[config.mk]
export PLATFORM = sky130hd
export DESIGN_NAME = synth_clock_control
export DESIGN_NICKNAME = d
export VERILOG_FILES = /design/src/verilog/synth_pkg.sv /design/src/verilog/half_period_divider.sv /design/src/verilog/synth_clock_control.sv
export SDC_FILE = /design/constraint.sdc
export NUM_CORES = 1
export LEC_CHECK = 0
export BUFFER_PORTS_ARGS = -buffer_cell sky130_fd_sc_hd__buf_2
export CAP_MARGIN = 5
export CELL_PAD_IN_SITES_DETAIL_PLACEMENT = 2
export CELL_PAD_IN_SITES_GLOBAL_PLACEMENT = 2
export CORE_ASPECT_RATIO = 1.2
export CORE_MARGIN = 2
export CORE_UTILIZATION = 38
export CTS_CLUSTER_DIAMETER = 100
export CTS_CLUSTER_SIZE = 20
export DETAILED_ROUTE_END_ITERATION = 6
export PLACE_DENSITY_LB_ADDON = 0.1
export SYNTH_ARGS = -nofsm -noshare
export SYNTH_HDL_FRONTEND = slang
export SYNTH_HIERARCHICAL = 1
export SYNTH_SLANG_ARGS = --single-unit
[constraint.sdc]
create_clock -name CLK -period 8.4 [get_ports CLK]
set_input_delay 0.42 -clock CLK [delete_from_list [all_inputs] [get_ports CLK]]
set_output_delay 0.42 -clock CLK [all_outputs]
set_load 0.02 [all_outputs]
[src/verilog/synth_pkg.sv]
package synth_pkg;

    // register map, byte address on the bus
    localparam logic [7:0] SYNTH_CONTROL_ADDR = 8'h00;

    // field positions inside synth_control
    localparam int INPUT_DIV_LSB = 0;
    localparam int FEEDBACK_DIV_LSB = 4;
    localparam int RESERVED_LSB = 8;
    localparam int CLOCK_OUT_SEL_LSB = 10;
    localparam int CODEC_SEL_BIT = 12;
    localparam int POWER_DOWN_BIT = 13;
    localparam int ENABLE_BIT = 14;
    localparam int LOCK_BIT = 15;

    localparam logic [15:0] SYNTH_CONTROL_RESET = 16'h0000;

    // fixed codec divider: 6.5 input periods = 13 half periods, 7 high and 6 low
    localparam logic [7:0] CODEC_ALT_PERIOD = 8'h0d;
    localparam logic [7:0] CODEC_ALT_HIGH = 8'h07;

    // vco is prescaled by four ahead of the feedback up counter
    localparam int VCO_PRESCALE_SHIFT = 2;

    // lock detector must stay high this long before lock is reported
    localparam int CLK_PERIOD_NS = 50;
    localparam int LOCK_QUAL_NS = 800;
    localparam int LOCK_QUAL_CYCLES = (LOCK_QUAL_NS + CLK_PERIOD_NS - 1) / CLK_PERIOD_NS;
    localparam logic [7:0] LOCK_QUAL_LAST = 8'(LOCK_QUAL_CYCLES - 1);

    // clock output pin sources
    localparam logic [1:0] CLKO_CORE_PHASE = 2'b00;
    localparam logic [1:0] CLKO_RESERVED = 2'b01;
    localparam logic [1:0] CLKO_EXT = 2'b10;
    localparam logic [1:0] CLKO_EXT_HALF = 2'b11;

    typedef enum logic [1:0] {
        LOCK_IDLE = 2'b00,
        LOCK_QUALIFY = 2'b01,
        LOCK_HELD = 2'b10
    } lock_state_t;

endpackage

[src/verilog/half_period_divider.sv]
`timescale 1ns/100ps
`default_nettype none

// counts half periods of a sampled clock; level is high for the first
// high_len of every period_len half periods, so odd ratios such as 6.5 work
module half_period_divider (
    input wire logic clk,
    input wire logic resetn,
    input wire logic step,
    input wire logic [7:0] period_len,
    input wire logic [7:0] high_len,
    output logic level
);

    typedef struct packed {
        logic [7:0] count;
        logic level;
    } div_state_t;

    div_state_t s;
    div_state_t next_s;

    always_comb begin
        next_s = s;
        if (step) begin
            // a shortened period after a ratio change wraps at once
            if (s.count >= period_len - 8'h01) begin
                next_s.count = 8'h00;
            end else begin
                next_s.count = s.count + 8'h01;
            end
            next_s.level = next_s.count < high_len;
        end
    end

    always_ff @(posedge clk or negedge resetn) begin
        if (!resetn) begin
            s <= '0;
        end else begin
            s <= next_s;
        end
    end

    assign level = s.level;

endmodule

`default_nettype wire

[src/verilog/synth_clock_control.sv]
`timescale 1ns/100ps
`default_nettype none

module synth_clock_control
    import synth_pkg::*;
(
    input wire logic CLK,
    input wire logic RESETN,
    input wire logic WB_CYC,
    input wire logic WB_STB,
    input wire logic WB_WE,
    input wire logic [7:0] WB_ADR,
    input wire logic [3:0] WB_SEL,
    input wire logic [31:0] WB_DAT_I,
    output logic [31:0] WB_DAT_O,
    output logic WB_ACK,
    input wire logic EXT_CLOCK_INPUT,
    input wire logic PLL_VCO,
    input wire logic PLL_LOCK_DETECT,
    output logic CODEC_CLOCK,
    output logic PLL_REFERENCE,
    output logic PLL_FEEDBACK,
    output logic PLL_POWER_DOWN,
    output logic CORE_CLOCK,
    output logic CLOCK_OUTPUT_PIN
);

    typedef struct packed {
        logic [2:0] ext_sync;
        logic [2:0] vco_sync;
        logic [1:0] det_sync;
        logic [3:0] input_divider;
        logic [3:0] feedback_divider;
        logic [1:0] clock_out_select;
        logic codec_clock_select;
        logic power_down;
        logic enable;
        lock_state_t lock_state;
        logic [7:0] lock_count;
        logic sel_pll;
        logic ext_half;
        logic core_phase;
        logic ack;
        logic [31:0] rdata;
        logic codec_clock;
        logic pll_reference;
        logic pll_feedback;
        logic pll_power_down;
        logic core_clock;
        logic clock_out;
    } ctl_state_t;

    ctl_state_t s;
    ctl_state_t next_s;

    logic ext_lvl;
    logic vco_lvl;
    logic det_lvl;
    logic ext_step;
    logic ext_rise;
    logic vco_step;
    logic in_div_lvl;
    logic alt_div_lvl;
    logic fb_div_lvl;
    logic [7:0] in_high;
    logic [7:0] in_period;
    logic [7:0] fb_unit;
    logic [7:0] fb_high;
    logic [7:0] fb_period;
    logic [15:0] reg_view;
    logic wb_req;
    logic wb_hit;
    logic commit;

    // levels from the second stages, edges from second and third; the first stages feed nothing but them
    assign ext_lvl = s.ext_sync[1];
    assign vco_lvl = s.vco_sync[1];
    assign det_lvl = s.det_sync[1];
    assign ext_step = s.ext_sync[1] ^ s.ext_sync[2];
    assign ext_rise = s.ext_sync[1] & ~s.ext_sync[2];
    assign vco_step = s.vco_sync[1] ^ s.vco_sync[2];

    assign in_high = {4'h0, s.input_divider} + 8'h01;
    assign in_period = in_high << 1;
    assign fb_unit = {4'h0, s.feedback_divider} + 8'h01;
    assign fb_high = fb_unit << VCO_PRESCALE_SHIFT;
    assign fb_period = fb_unit << (VCO_PRESCALE_SHIFT + 1);

    half_period_divider u_input_div (
        .clk(CLK),
        .resetn(RESETN),
        .step(ext_step),
        .period_len(in_period),
        .high_len(in_high),
        .level(in_div_lvl)
    );

    half_period_divider u_codec_alt_div (
        .clk(CLK),
        .resetn(RESETN),
        .step(ext_step),
        .period_len(CODEC_ALT_PERIOD),
        .high_len(CODEC_ALT_HIGH),
        .level(alt_div_lvl)
    );

    half_period_divider u_feedback_div (
        .clk(CLK),
        .resetn(RESETN),
        .step(vco_step),
        .period_len(fb_period),
        .high_len(fb_high),
        .level(fb_div_lvl)
    );

    always_comb begin
        reg_view = SYNTH_CONTROL_RESET;
        reg_view[INPUT_DIV_LSB +: 4] = s.input_divider;
        reg_view[FEEDBACK_DIV_LSB +: 4] = s.feedback_divider;
        reg_view[RESERVED_LSB +: 2] = 2'b00;
        reg_view[CLOCK_OUT_SEL_LSB +: 2] = s.clock_out_select;
        reg_view[CODEC_SEL_BIT] = s.codec_clock_select;
        reg_view[POWER_DOWN_BIT] = s.power_down;
        reg_view[ENABLE_BIT] = s.enable;
        reg_view[LOCK_BIT] = (s.lock_state == LOCK_HELD);
    end

    assign wb_req = WB_CYC & WB_STB;
    assign wb_hit = (WB_ADR[7:2] == SYNTH_CONTROL_ADDR[7:2]);
    // a write lands on the edge where the master sees ack
    assign commit = s.ack & wb_req & WB_WE & wb_hit;

    always_comb begin
        logic [15:0] wr;
        logic new_pd;
        logic new_en;
        logic lock_clear;
        wr = reg_view;
        new_pd = s.power_down;
        new_en = s.enable;
        lock_clear = 1'b0;
        next_s = s;

        next_s.ext_sync = {s.ext_sync[1:0], EXT_CLOCK_INPUT};
        next_s.vco_sync = {s.vco_sync[1:0], PLL_VCO};
        next_s.det_sync = {s.det_sync[0], PLL_LOCK_DETECT};

        // bus: one wait state, ack for one cycle, unmapped reads zero
        if (wb_req && !s.ack) begin
            next_s.ack = 1'b1;
            next_s.rdata = wb_hit ? {16'h0000, reg_view} : 32'h0000_0000;
        end else begin
            next_s.ack = 1'b0;
        end

        if (commit) begin
            if (WB_SEL[0]) begin
                wr[7:0] = WB_DAT_I[7:0];
            end
            if (WB_SEL[1]) begin
                wr[15:8] = WB_DAT_I[15:8];
            end
            new_pd = wr[POWER_DOWN_BIT];
            new_en = wr[ENABLE_BIT];
            // power-down may not rise while enable is, or would be, set
            if (new_pd && !s.power_down && (s.enable || new_en)) begin
                new_pd = 1'b0;
            end
            // pll still down: enable cannot be granted in the same write
            if (new_pd && new_en) begin
                new_en = 1'b0;
            end
            next_s.input_divider = wr[INPUT_DIV_LSB +: 4];
            next_s.feedback_divider = wr[FEEDBACK_DIV_LSB +: 4];
            next_s.clock_out_select = wr[CLOCK_OUT_SEL_LSB +: 2];
            next_s.codec_clock_select = wr[CODEC_SEL_BIT];
            next_s.power_down = new_pd;
            next_s.enable = new_en;
            // lock bit position is never taken from the write data
            if ((wr[INPUT_DIV_LSB +: 4] != s.input_divider) ||
                (wr[FEEDBACK_DIV_LSB +: 4] != s.feedback_divider) ||
                (new_pd && !s.power_down)) begin
                lock_clear = 1'b1;
            end
        end

        // enable alone never reaches the lock tracker
        case (s.lock_state)
            LOCK_IDLE: begin
                if (!s.power_down) begin
                    next_s.lock_state = LOCK_QUALIFY;
                    next_s.lock_count = 8'h00;
                end
            end
            LOCK_QUALIFY: begin
                if (s.power_down) begin
                    next_s.lock_state = LOCK_IDLE;
                end else if (!det_lvl) begin
                    next_s.lock_count = 8'h00;
                end else if (s.lock_count == LOCK_QUAL_LAST) begin
                    next_s.lock_state = LOCK_HELD;
                end else begin
                    next_s.lock_count = s.lock_count + 8'h01;
                end
            end
            LOCK_HELD: begin
                if (s.power_down) begin
                    next_s.lock_state = LOCK_IDLE;
                end
            end
            default: begin
                next_s.lock_state = LOCK_IDLE;
            end
        endcase
        // the clear wins here: a stale lock after a retune would be unsafe
        if (lock_clear) begin
            next_s.lock_state = LOCK_IDLE;
            next_s.lock_count = 8'h00;
        end

        // change source only while both clocks sit low, so no pulse is cut
        if ((s.sel_pll != s.enable) && !ext_lvl && !vco_lvl) begin
            next_s.sel_pll = s.enable;
        end
        next_s.core_clock = s.sel_pll ? vco_lvl : ext_lvl;
        next_s.core_phase = s.core_clock;

        if (ext_rise) begin
            next_s.ext_half = ~s.ext_half;
        end
        case (s.clock_out_select)
            CLKO_CORE_PHASE: next_s.clock_out = s.core_phase;
            CLKO_RESERVED: next_s.clock_out = 1'b0;
            CLKO_EXT: next_s.clock_out = ext_lvl;
            CLKO_EXT_HALF: next_s.clock_out = s.ext_half;
            default: next_s.clock_out = 1'b0;
        endcase

        next_s.codec_clock = s.codec_clock_select ? alt_div_lvl : in_div_lvl;
        next_s.pll_reference = in_div_lvl;
        next_s.pll_feedback = fb_div_lvl;
        // no stop input exists: only the register bit powers the pll down
        next_s.pll_power_down = s.power_down;
    end

    // only the hardware reset clears the register; there is no soft reset path
    always_ff @(posedge CLK or negedge RESETN) begin
        if (!RESETN) begin
            s <= '0;
        end else begin
            s <= next_s;
        end
    end

    assign WB_DAT_O = s.rdata;
    assign WB_ACK = s.ack;
    assign CODEC_CLOCK = s.codec_clock;
    assign PLL_REFERENCE = s.pll_reference;
    assign PLL_FEEDBACK = s.pll_feedback;
    assign PLL_POWER_DOWN = s.pll_power_down;
    assign CORE_CLOCK = s.core_clock;
    assign CLOCK_OUTPUT_PIN = s.clock_out;
endmodule

`default_nettype wire

### After elaboration in Yosys (flattened, before gate mapping)

Cells that the tools add are included.
W data, S select, Z words.

| word-level totals | value |
|---|---|
| bits of input ports | 52 |
| logic and storage cells | 119 |
| flip-flop bits (word level) | 100 |
| output and inout port bits | 39 |

| cells by class | value |
|---|---|
| muxes and demuxes | 31 |
| bitwise logic cells | 9 |
| magnitude comparators | 6 |
| reductions and logical operators | 21 |
| eq/ne operators | 16 |
| add/sub/neg operators | 8 |

Operators by type and width:

| operator | number |
|---|---|
| $mux W8 | 11 |
| $add A8 B1 Y8 const B | 4 |
| $mux W10 | 2 |
| $ge A8 B8 Y1 | 2 |
| $mux W16 | 1 |
| $pmux W8 S2 | 1 |
| $mux W7 | 2 |
| $ne A4 B4 Y1 const B | 3 |
| $add A4 B1 Y5 const B | 2 |
| $eq A8 B4 Y1 const B | 1 |
| $ge A8 B4 Y1 const B | 1 |
| $lt A8 B3 Y1 const B | 1 |
| $lt A8 B5 Y1 | 1 |
| $lt A8 B7 Y1 | 1 |
| $mux W1 | 8 |
| $mux W2 | 4 |
| $ne A4 B4 Y1 | 2 |
| $reduce_and A4 Y1 | 2 |
| $sub A8 B1 Y8 const B | 1 |
| $logic_and A1 B1 Y1 | 7 |
| $sub A6 B1 Y7 const B | 1 |
| $eq A2 B2 Y1 const B | 3 |
| $logic_not A6 Y1 | 1 |
| $ne A3 B3 Y1 const B | 2 |
| other kinds (14) | 27 |

### Depth between registers and ports, before layout

Gate-level depths: netlist of the first run.

| depth | value |
|---|---|
| depth after elaboration | 15 |
| mapped depth | 17 |
| gate-level depth less buffers | 16 |

### Cells and area by module

Netlist of the first run, hierarchy kept.

By module, submodules not included:

| module | cells each | sequential area each (µm²) | area each (µm²) | times used |
|---|---|---|---|---|
| half_period_divider | 127 | 225.2 | 1048.5 | 3 |
| synth_clock_control | 259 | 1376.3 | 2675.1 | 1 |

### Least setup slack after synthesis of the first run

OpenSTA, ideal clock, no wires.

| path | value |
|---|---|
| path kind | flip-flop to flip-flop |
| start | register s, in the netlist reg_view[0] |
| end | register u_input_div.s, in the netlist u_input_div/level |
| setup slack | 4.767 ns |
| required time | 8.306 ns |
| library setup time | 0.094 ns |
| arrival time | 3.539 ns |
| cell stages (with the launch flop) | 18 |
| clock period less this slack | 3.633 ns |
| path buffers | 1 |
| path through | dfrtp_1 ha_1 and3_1 nor4_1 nand2_1 xor2_1 ha_1 a41oi_1 o21ai_1 or2_1 buf_2 nor2_1 ha_1 o21a_1 o21a_1 o2111ai_1 nor4_1 a211oi_1 |

| on the way | value |
|---|---|
| word-level cells in the longest chain between the ends | 6 |

RTL lines:

| what | RTL line | RTL |
|---|---|---|
| from (decl) | synth_clock_control.sv:53 | `ctl_state_t s;` |
| from (signal assigned) | synth_clock_control.sv:251 | `s <= next_s;` |
| $add A4 B1 Y5 * | synth_clock_control.sv:83 | `assign in_high = {4'h0, s.input_divider} + 8'h01;` |
| net in_high[4] | synth_clock_control.sv:65 | `logic [7:0] in_high;` |
| $sub A6 B1 Y7 | half_period_divider.sv:27 | `if (s.count >= period_len - 8'h01) begin` |
| $ge A8 B8 Y1 | half_period_divider.sv:27 |  |
| $mux W8 | half_period_divider.sv:27 |  |
| $mux W8 | half_period_divider.sv:25 | `if (step) begin` |
| $lt A8 B5 Y1 * | half_period_divider.sv:32 | `next_s.level = next_s.count < high_len;` |
| to (signal assigned) | half_period_divider.sv:40 | `s <= next_s;` |
| to (decl) | half_period_divider.sv:20 | `div_state_t s;` |

Mark *: on every way through the listed nets, which the timed path passes. The rest lies on a longest branch. The select of a mux whose other input is x is not followed.
A chain may end at the register's enable or synchronous reset.

### Worst setup path in the final report of the first run

Same ends and word-level chain as after synthesis.

==> results of run 1 <==
## state kept, by name (all words and copies together), names as in the netlist
name,flops
CORE_CLOCK,1
WB_DAT_O,14
reg_view,12
CLOCK_OUTPUT_PIN,1
det_lvl,1
u_input_div/s,8
PLL_POWER_DOWN,1
u_feedback_div/s,8
PLL_REFERENCE,1
u_codec_alt_div/level,1
s,15
CODEC_CLOCK,1
PLL_FEEDBACK,1
u_feedback_div/level,1
u_input_div/level,1
next_s,5
ext_lvl,1
WB_ACK,1
u_codec_alt_div/s,8
## power breakdown
group | internal, W | leakage [nW] | switching, W
Combinational | 0.000229 | 2.10 | 0.000312
Clock | 0.000293 | 0.171 | 0.000181
Sequential | 0.000454 | 1.05 | 0.0000825
## logic make-up after synthesis
logic type / synth area share
and+or+nand+nor: 0.2036
AOI/OAI and AO/OA: 0.1406
buffers and inverters: 0.08770
DFF: 0.3525
adders and majority gates: 0.1182
xor gates and xnor gates: 0.06922
muxes: 0.02687
other: 0.001290
## layer usage
layer / part of all wire / GRT usage / vias up
met4: 0.012 / 0.05697 / 4
met2: 0.56 / 0.4125 / 46
met3: 0.024 / 0.03484 / 15
met5: 0.0018 / 0 / -
li1: - / - / 2341
met1: 0.40 / 0.2456 / 2453
## critical path, stage by stage (launching register included)
cell and delay (ps):
dfrtp_1 450, ha_1 270, and3_1 230, nor4_1 420, nand2_1 120, xor2_1 160, ha_1 320, a21oi_1 100
o21ai_1 590, nor2_1 250, and2_1 240, ha_1 270, o21a_1 170, o21a_1 160, o2111ai_1 230, nor4_1 110
a211oi_1 240
## worst max path at each step
stage	to	depth (start not counted)
3_5_place_dp	u_feedback_div/level$_DFFE_PN0P_	16
5_1_grt	u_input_div/level$_DFFE_PN0P_	16
4_1_cts	u_input_div/level$_DFFE_PN0P_	16
6_report	u_input_div/level$_DFFE_PN0P_	16
2_1_floorplan	u_input_div/level$_DFFE_PN0P_	17
3_3_place_gp	u_input_div/level$_DFFE_PN0P_	16
## through the flow
stage / util / instance area [sq um] / setup slack (ps)
2_1_floorplan: - / 6091 / 4767
3_3_place_gp: 0.4220 / 6312 / 4114
3_5_place_dp: 0.4220 / 6312 / 4041
4_1_cts: 0.4458 / 6669 / 3963
5_1_grt: 0.4458 / 6669 / 3599
6_report: 0.4460 / 6671 / 3992
## cell type report
cell class | count | area (sq um)
fillers | 1738 | 8288
multi-input cells | 529 | 3528
flip-flops and latches | 82 | 2052
repair buffers | 53 | 280.3
well taps | 204 | 255.2
clock buffers | 9 | 225.2
inverters | 55 | 206.4
clock inverters | 7 | 121.4
diodes | 1 | 2.502
## layout by cell type (no fill, tap or decap), types with 9 or more instances in the layout
cell type	Yosys	layout
conb_1	2	74
clkbuf_16	0	9
xnor2_1	30	30
o31ai_1	15	15
nor4_1	11	11
nand3_1	29	29
a21oi_1	14	14
buf_2	3	48
nand2_1	66	66
nor2_1	44	44
mux2_2	13	13
dfrtp_1	82	82
and3_1	17	17
nor3_1	12	12
xor2_1	16	16
a32o_1	9	9
inv_1	55	55
nor2b_1	9	9
ha_1	55	55
## repair_timing
action | CTS | global route
setup endpoints to repair | 0 | 0
hold buffers | 1 | 0
hold endpoints to repair | 19 | 0
==> metrics.txt, run 1 <==
top cells by count, synth 82 x dfrtp_1, 66 x nand2_1, 55 x ha_1, 55 x inv_1, 44 x nor2_1; Resized cells post-CTS 0; worst hold path type in2reg; EDFF count, synth 0; power per cell area 232.6 mW/mm^2; antenna violations before repair 3; Cell Area, Synth 0.005821 sq mm; DRC viols 0; post-CTS setup buffer count 0; count leader, synth dfrtp_1; total global-route track usage 0.2171; worst relative slew slack 0.2609; Fin Hold WS 168.6 ps; post-synth top area share 0.3525; Synth Register Bits 82; setup TNS 0 ps; root buf cell clkbuf_16; Yosys top cell by area dfrtp_1; Die Y 139.6 um; final WL 16.51 mm; Top Ports 91; VDD IR-drop max 0.0001002 V; CP max FO 10; clk_skew 6.595 ps; number of distinct library cells after synthesis 61; syn avg cell area 9.095 sq um; Worst setup EP type register; R2R depth 16; clk buf depth 2; CP startpoint kind register; share of layout cells above drive strength 1 0.1456; post-synthesis sequential area ratio 0.3525; Rows 49; vias in the first global route 5512; Setup CP Type reg2reg; vias per inst 5.169; Final nets 837; FF-to-FF setup slack 3990 ps; final-report setup violation count 0; CTS Buf Count 9; core area 0.01496 sq mm; Die ar. 0.01633 sq mm; TritonCTS clock tree done; Worst-path clk slew 70 ps; Detail Placement HPWL 12.55 mm; Post-Syn Instances 640; DR iter-0 viols 167; Max Freq 226.9 MHz; Starting Density 0.3891; largest net degree at the start of global routing 59; Placed Instances 922; die width 117.0 um; clk sinks 82; first-pass GRT wire length 27.68 mm; Slew @ Worst Pin 1105 ps; synth top area cells dfrtp_1 35%, ha_1 12%, xnor2_1 4.5%, nand2_1 4.3%, buf_4 4.1%; Worst Path Required 8660 ps; total gr overflow 0; P_leak 3.321 nW; Async SR Flop Fraction 1.000; FF-to-FF End u_input_div/level$_DFFE_PN0P_; RD Place Congestion 0.7757; layout overhead on the synthesized area 14.62%; yosys warns 6; first drt pass iteration count 4; IO buf count 49; min cycle time layout 4408 ps; ys flop type dfrtp_1; H-Tree Depth 3; reg2reg start reg_view[0]$_DFFE_PN0N_; unrepaired setup endpoints after global routing no; average routed wire per standard cell 17.56 um; fin cells 940; Tot Pwr 0.001551 W; Hold Vio Cnt, Final 0; Slew Viols, Final 0; hold endpoint next_s[71]$_DFF_PN0_; total number of vias 4859; period utilization 0.5248; crit path from reg_view[0]$_DFFE_PN0N_; Hold Path Depth 1; Routed Antenna Nets 0; Skew-Pair Late Insertion Delay 350 ps; outcome completed; MaxCap Viol Count 0; hold_sp EXT_CLOCK_INPUT; crit path DAT 4670 ps
(Power assumes the default switching activity.)
==> run 2, diff against run 1 <==
--- a/config.mk
+++ b/config.mk
@@ -11,7 +11,7 @@
 export CELL_PAD_IN_SITES_GLOBAL_PLACEMENT = 2
 export CORE_ASPECT_RATIO = 1.2
 export CORE_MARGIN = 2
-export CORE_UTILIZATION = 38
+export CORE_UTILIZATION = 35
 export CTS_CLUSTER_DIAMETER = 100
 export CTS_CLUSTER_SIZE = 20
 export DETAILED_ROUTE_END_ITERATION = 6
==> constraint.sdc (replaced) <==
create_clock -name CLK -period 4.2 [get_ports CLK]
set_input_delay 0.21 -clock CLK [delete_from_list [all_inputs] [get_ports CLK]]
set_output_delay 0.21 -clock CLK [all_outputs]
set_load 0.02 [all_outputs]
==> run 2 against run 1 <==
- critical path depth unchanged
- global-route usage down 2.1 points
- sequential share of layout area down 0.43 points
- non-clock buffer count up 13
- register-to-register slack worse by 3700 ps
- sequential power up 99%
- combinational power up 120%
- via count up 1.3%
- setup slack worse by 3700 ps
==> metrics.txt, run 2 (synthesis results as in run 1) <==
FF-to-FF setup slack 290 ps (-3700 ps); P_leak 3.354 nW (+0.98%); commonest cells after routing, fill and taps aside 81 x dfrtp_1, 74 x conb_1, 66 x nand2_1; Setup CP Type reg2reg; area of the multi-input gates 0.003588 sq mm (+1.7%); Crit path largest cell delay 440 ps (-150 ps); Max Freq 256.0 MHz (+13%); worst-path cell chain ha_1 > xor2_1 > nor4_2 > nand2_1 > xor2_1 > ha_1 > a41oi_2 > o21ai_2 > or2_1 > buf_4 > nor2_1 > ha_1 > and3_1 > a22oi_1 > nand3b_1 > a211oi_1; Fin Hold WS 103.2 ps (-65.40 ps); clk buf depth 2 (unchanged); first drt pass iteration count 4 (unchanged); Slew Viols, Final 0 (unchanged); clk_skew 4.774 ps (-1.820 ps); IO buf count 49 (unchanged); Biggest register s; Detail Placement HPWL 12.72 mm (+1.3%); most used cell along the critical path ha_1; worst hold path type in2reg; TritonCTS clock tree done; Slew @ Worst Pin 1088 ps (-16.50 ps); outcome completed; vias per inst 5.133 (-0.69%); Worst setup EP type register; worst relative slew slack 0.2720 (+0.01104); layout overhead on the synthesized area 16.32%; Worst Path Required 4450 ps (-4210 ps); Starting Density 0.3577 (-0.03138); die width 121.7 um (+4.1%); Routed Antenna Nets 0 (unchanged); antenna violations before repair 0 (-3); Layout fillers 1859 (+7.0%); Seq. cell area 0.002053 sq mm (about the same); commonest non-fill, non-tap cell in the layout dfrtp_1; first-pass GRT wire length 27.42 mm (-0.92%); largest net degree at the start of global routing 50 (-15%); Hold Vio Cnt, Final 0 (unchanged); clk sinks 82 (unchanged); max reg flops 15 (unchanged); crit path DAT 4150 ps (-520 ps); total number of vias 4923 (+1.3%); total gr overflow 0 (unchanged); total global-route track usage 0.1959 (-0.02121); root buf cell clkbuf_16; Rows 51 (+4.1%); final WL 16.46 mm (-0.32%); power per cell area 442.2 mW/mm^2 (+90%); CP max FO 7 (-3); CTS Buf Count 9 (unchanged); CP startpoint kind register; Final nets 850 (+1.6%); vias in the first global route 5495 (-0.31%); DR iter-0 viols 174 (+4.2%); average routed wire per standard cell 17.16 um (-2.3%); share of layout cells above drive strength 1 0.1660 (+0.02042); H-Tree Depth 3 (unchanged); min cycle time layout 3906 ps (-502.3 ps); core area 0.01627 sq mm (+8.8%); VDD IR-drop max 0.0002363 V (+140%); Skew-Pair Late Insertion Delay 340 ps (about the same); CP max stage cell dfrtp_1; Top Ports 91 (unchanged); Die Y 145.3 um (+4.1%); DRC viols 0 (unchanged); Worst-path clk slew 60 ps (about the same); final-report setup violation count 0 (unchanged); Tot Pwr 0.002994 W (+93%); RD Place Congestion 0.7512 (-3.2%); ant diodes 0 (-1); Die ar. 0.01768 sq mm (+8.3%); period utilization 0.9300 (+0.4052); MaxCap Viol Count 0 (unchanged)
==> run 2: changes by cell type in the layout (fill, tap and decap cells not counted), sizes merged <==
cell	change
buf	+10
bufinv	-3
dlygate4sd3	+3
inv	-3
clkbuf	+2
clkinvlp	+2
clkinv	+1
diode	-1
==> run 2: layout make-up <==
cell class	count	share of cell area
Sequential cell	82	0.3033
Clock buffer	11	0.03585
Inverter	55	0.03049
Timing Repair Buffer	66	0.05692
Clock inverter	4	0.004251
Tap cell	212	0.03918
Multi-Input combinational cell	529	0.5300
==> run 2: path summary, 6_finish.rpt <==
kind / to / cells past startpoint / start
setup / recovery: u_feedback_div/level$_DFFE_PN0P_ / 16 / reg_view[4]$_DFFE_PN0N_
hold / removal: reg_view[12]$_DFFE_PN0P_ / 2 / WB_DAT_I[12]
setup reg to reg: u_feedback_div/level$_DFFE_PN0P_ / 16 / reg_view[4]$_DFFE_PN0N_
hold reg to reg: det_lvl$_DFF_PN0_ / 0 / next_s[66]$_DFF_PN0_
max in group asynchronous: reg_view[0]$_DFFE_PN0N_ / 3 / RESETN
min in group asynchronous: s[42]$_DFFE_PN0P_ / 2 / RESETN
==> run 2: through the flow <==
step	instance area (sq um)	util	instances	TNS [ps]	worst slack, ps
floorplan	6091	-	712	0	566.8
global placement	6397	0.3932	940	0	182.1
detailed placement	6397	0.3932	940	0	44.21
CTS	6713	0.4125	959	0	73.43
global route	6770	0.4161	959	-39.03	-39.03
finish	6770	0.4161	959	0	294.1
==> run 2: timing repair <==
| item | 4_1_cts | 5_1_grt |
|---|---|---|
| setup endpoints to repair | 1 | 2 |
| resized for setup | 1 | 10 |
| gates cloned | 0 | 0 |
| hold buffers | 4 | 0 |
| buffers inserted | 0 | 0 |
| endpoints found under the hold margin | 51 | 0 |
==> run 2: report_power, final <==
| part | total, W | internal (W) | switching (W) | leakage [nW] |
|---|---|---|---|---|
| logic | 0.00117 | 0.000512 | 0.000655 | 2.17 |
| registers | 0.00107 | 0.000908 | 0.000163 | 1.05 |
| clock network | 0.000754 | 0.000414 | 0.000340 | 0.128 |
| total | 0.00299 | 0.00184 | 0.00116 | 3.35 |
==> run 2: worst max-delay path, delay by kind of cell, from the launching register on <==
| kind | cells | cell delay [ps] |
|---|---|---|
| AOI/OAI and AO/OA | 4 | 770 |
| xor gates and xnor gates | 2 | 360 |
| adders and majority gates | 3 | 840 |
| buffers and inverters | 1 | 180 |
| DFF | 1 | 440 |
| and+or+nand+nor | 6 | 1220 |
==> run 2: per-layer routing <==
layer | up-vias | part of all wire | track usage
met5 | - | 0 | 0
met4 | 0 | 0.015 | 0.05517
met3 | 19 | 0.017 | 0.02634
met2 | 30 | 0.55 | 0.3725
met1 | 2510 | 0.42 | 0.2239
li1 | 2364 | - | -
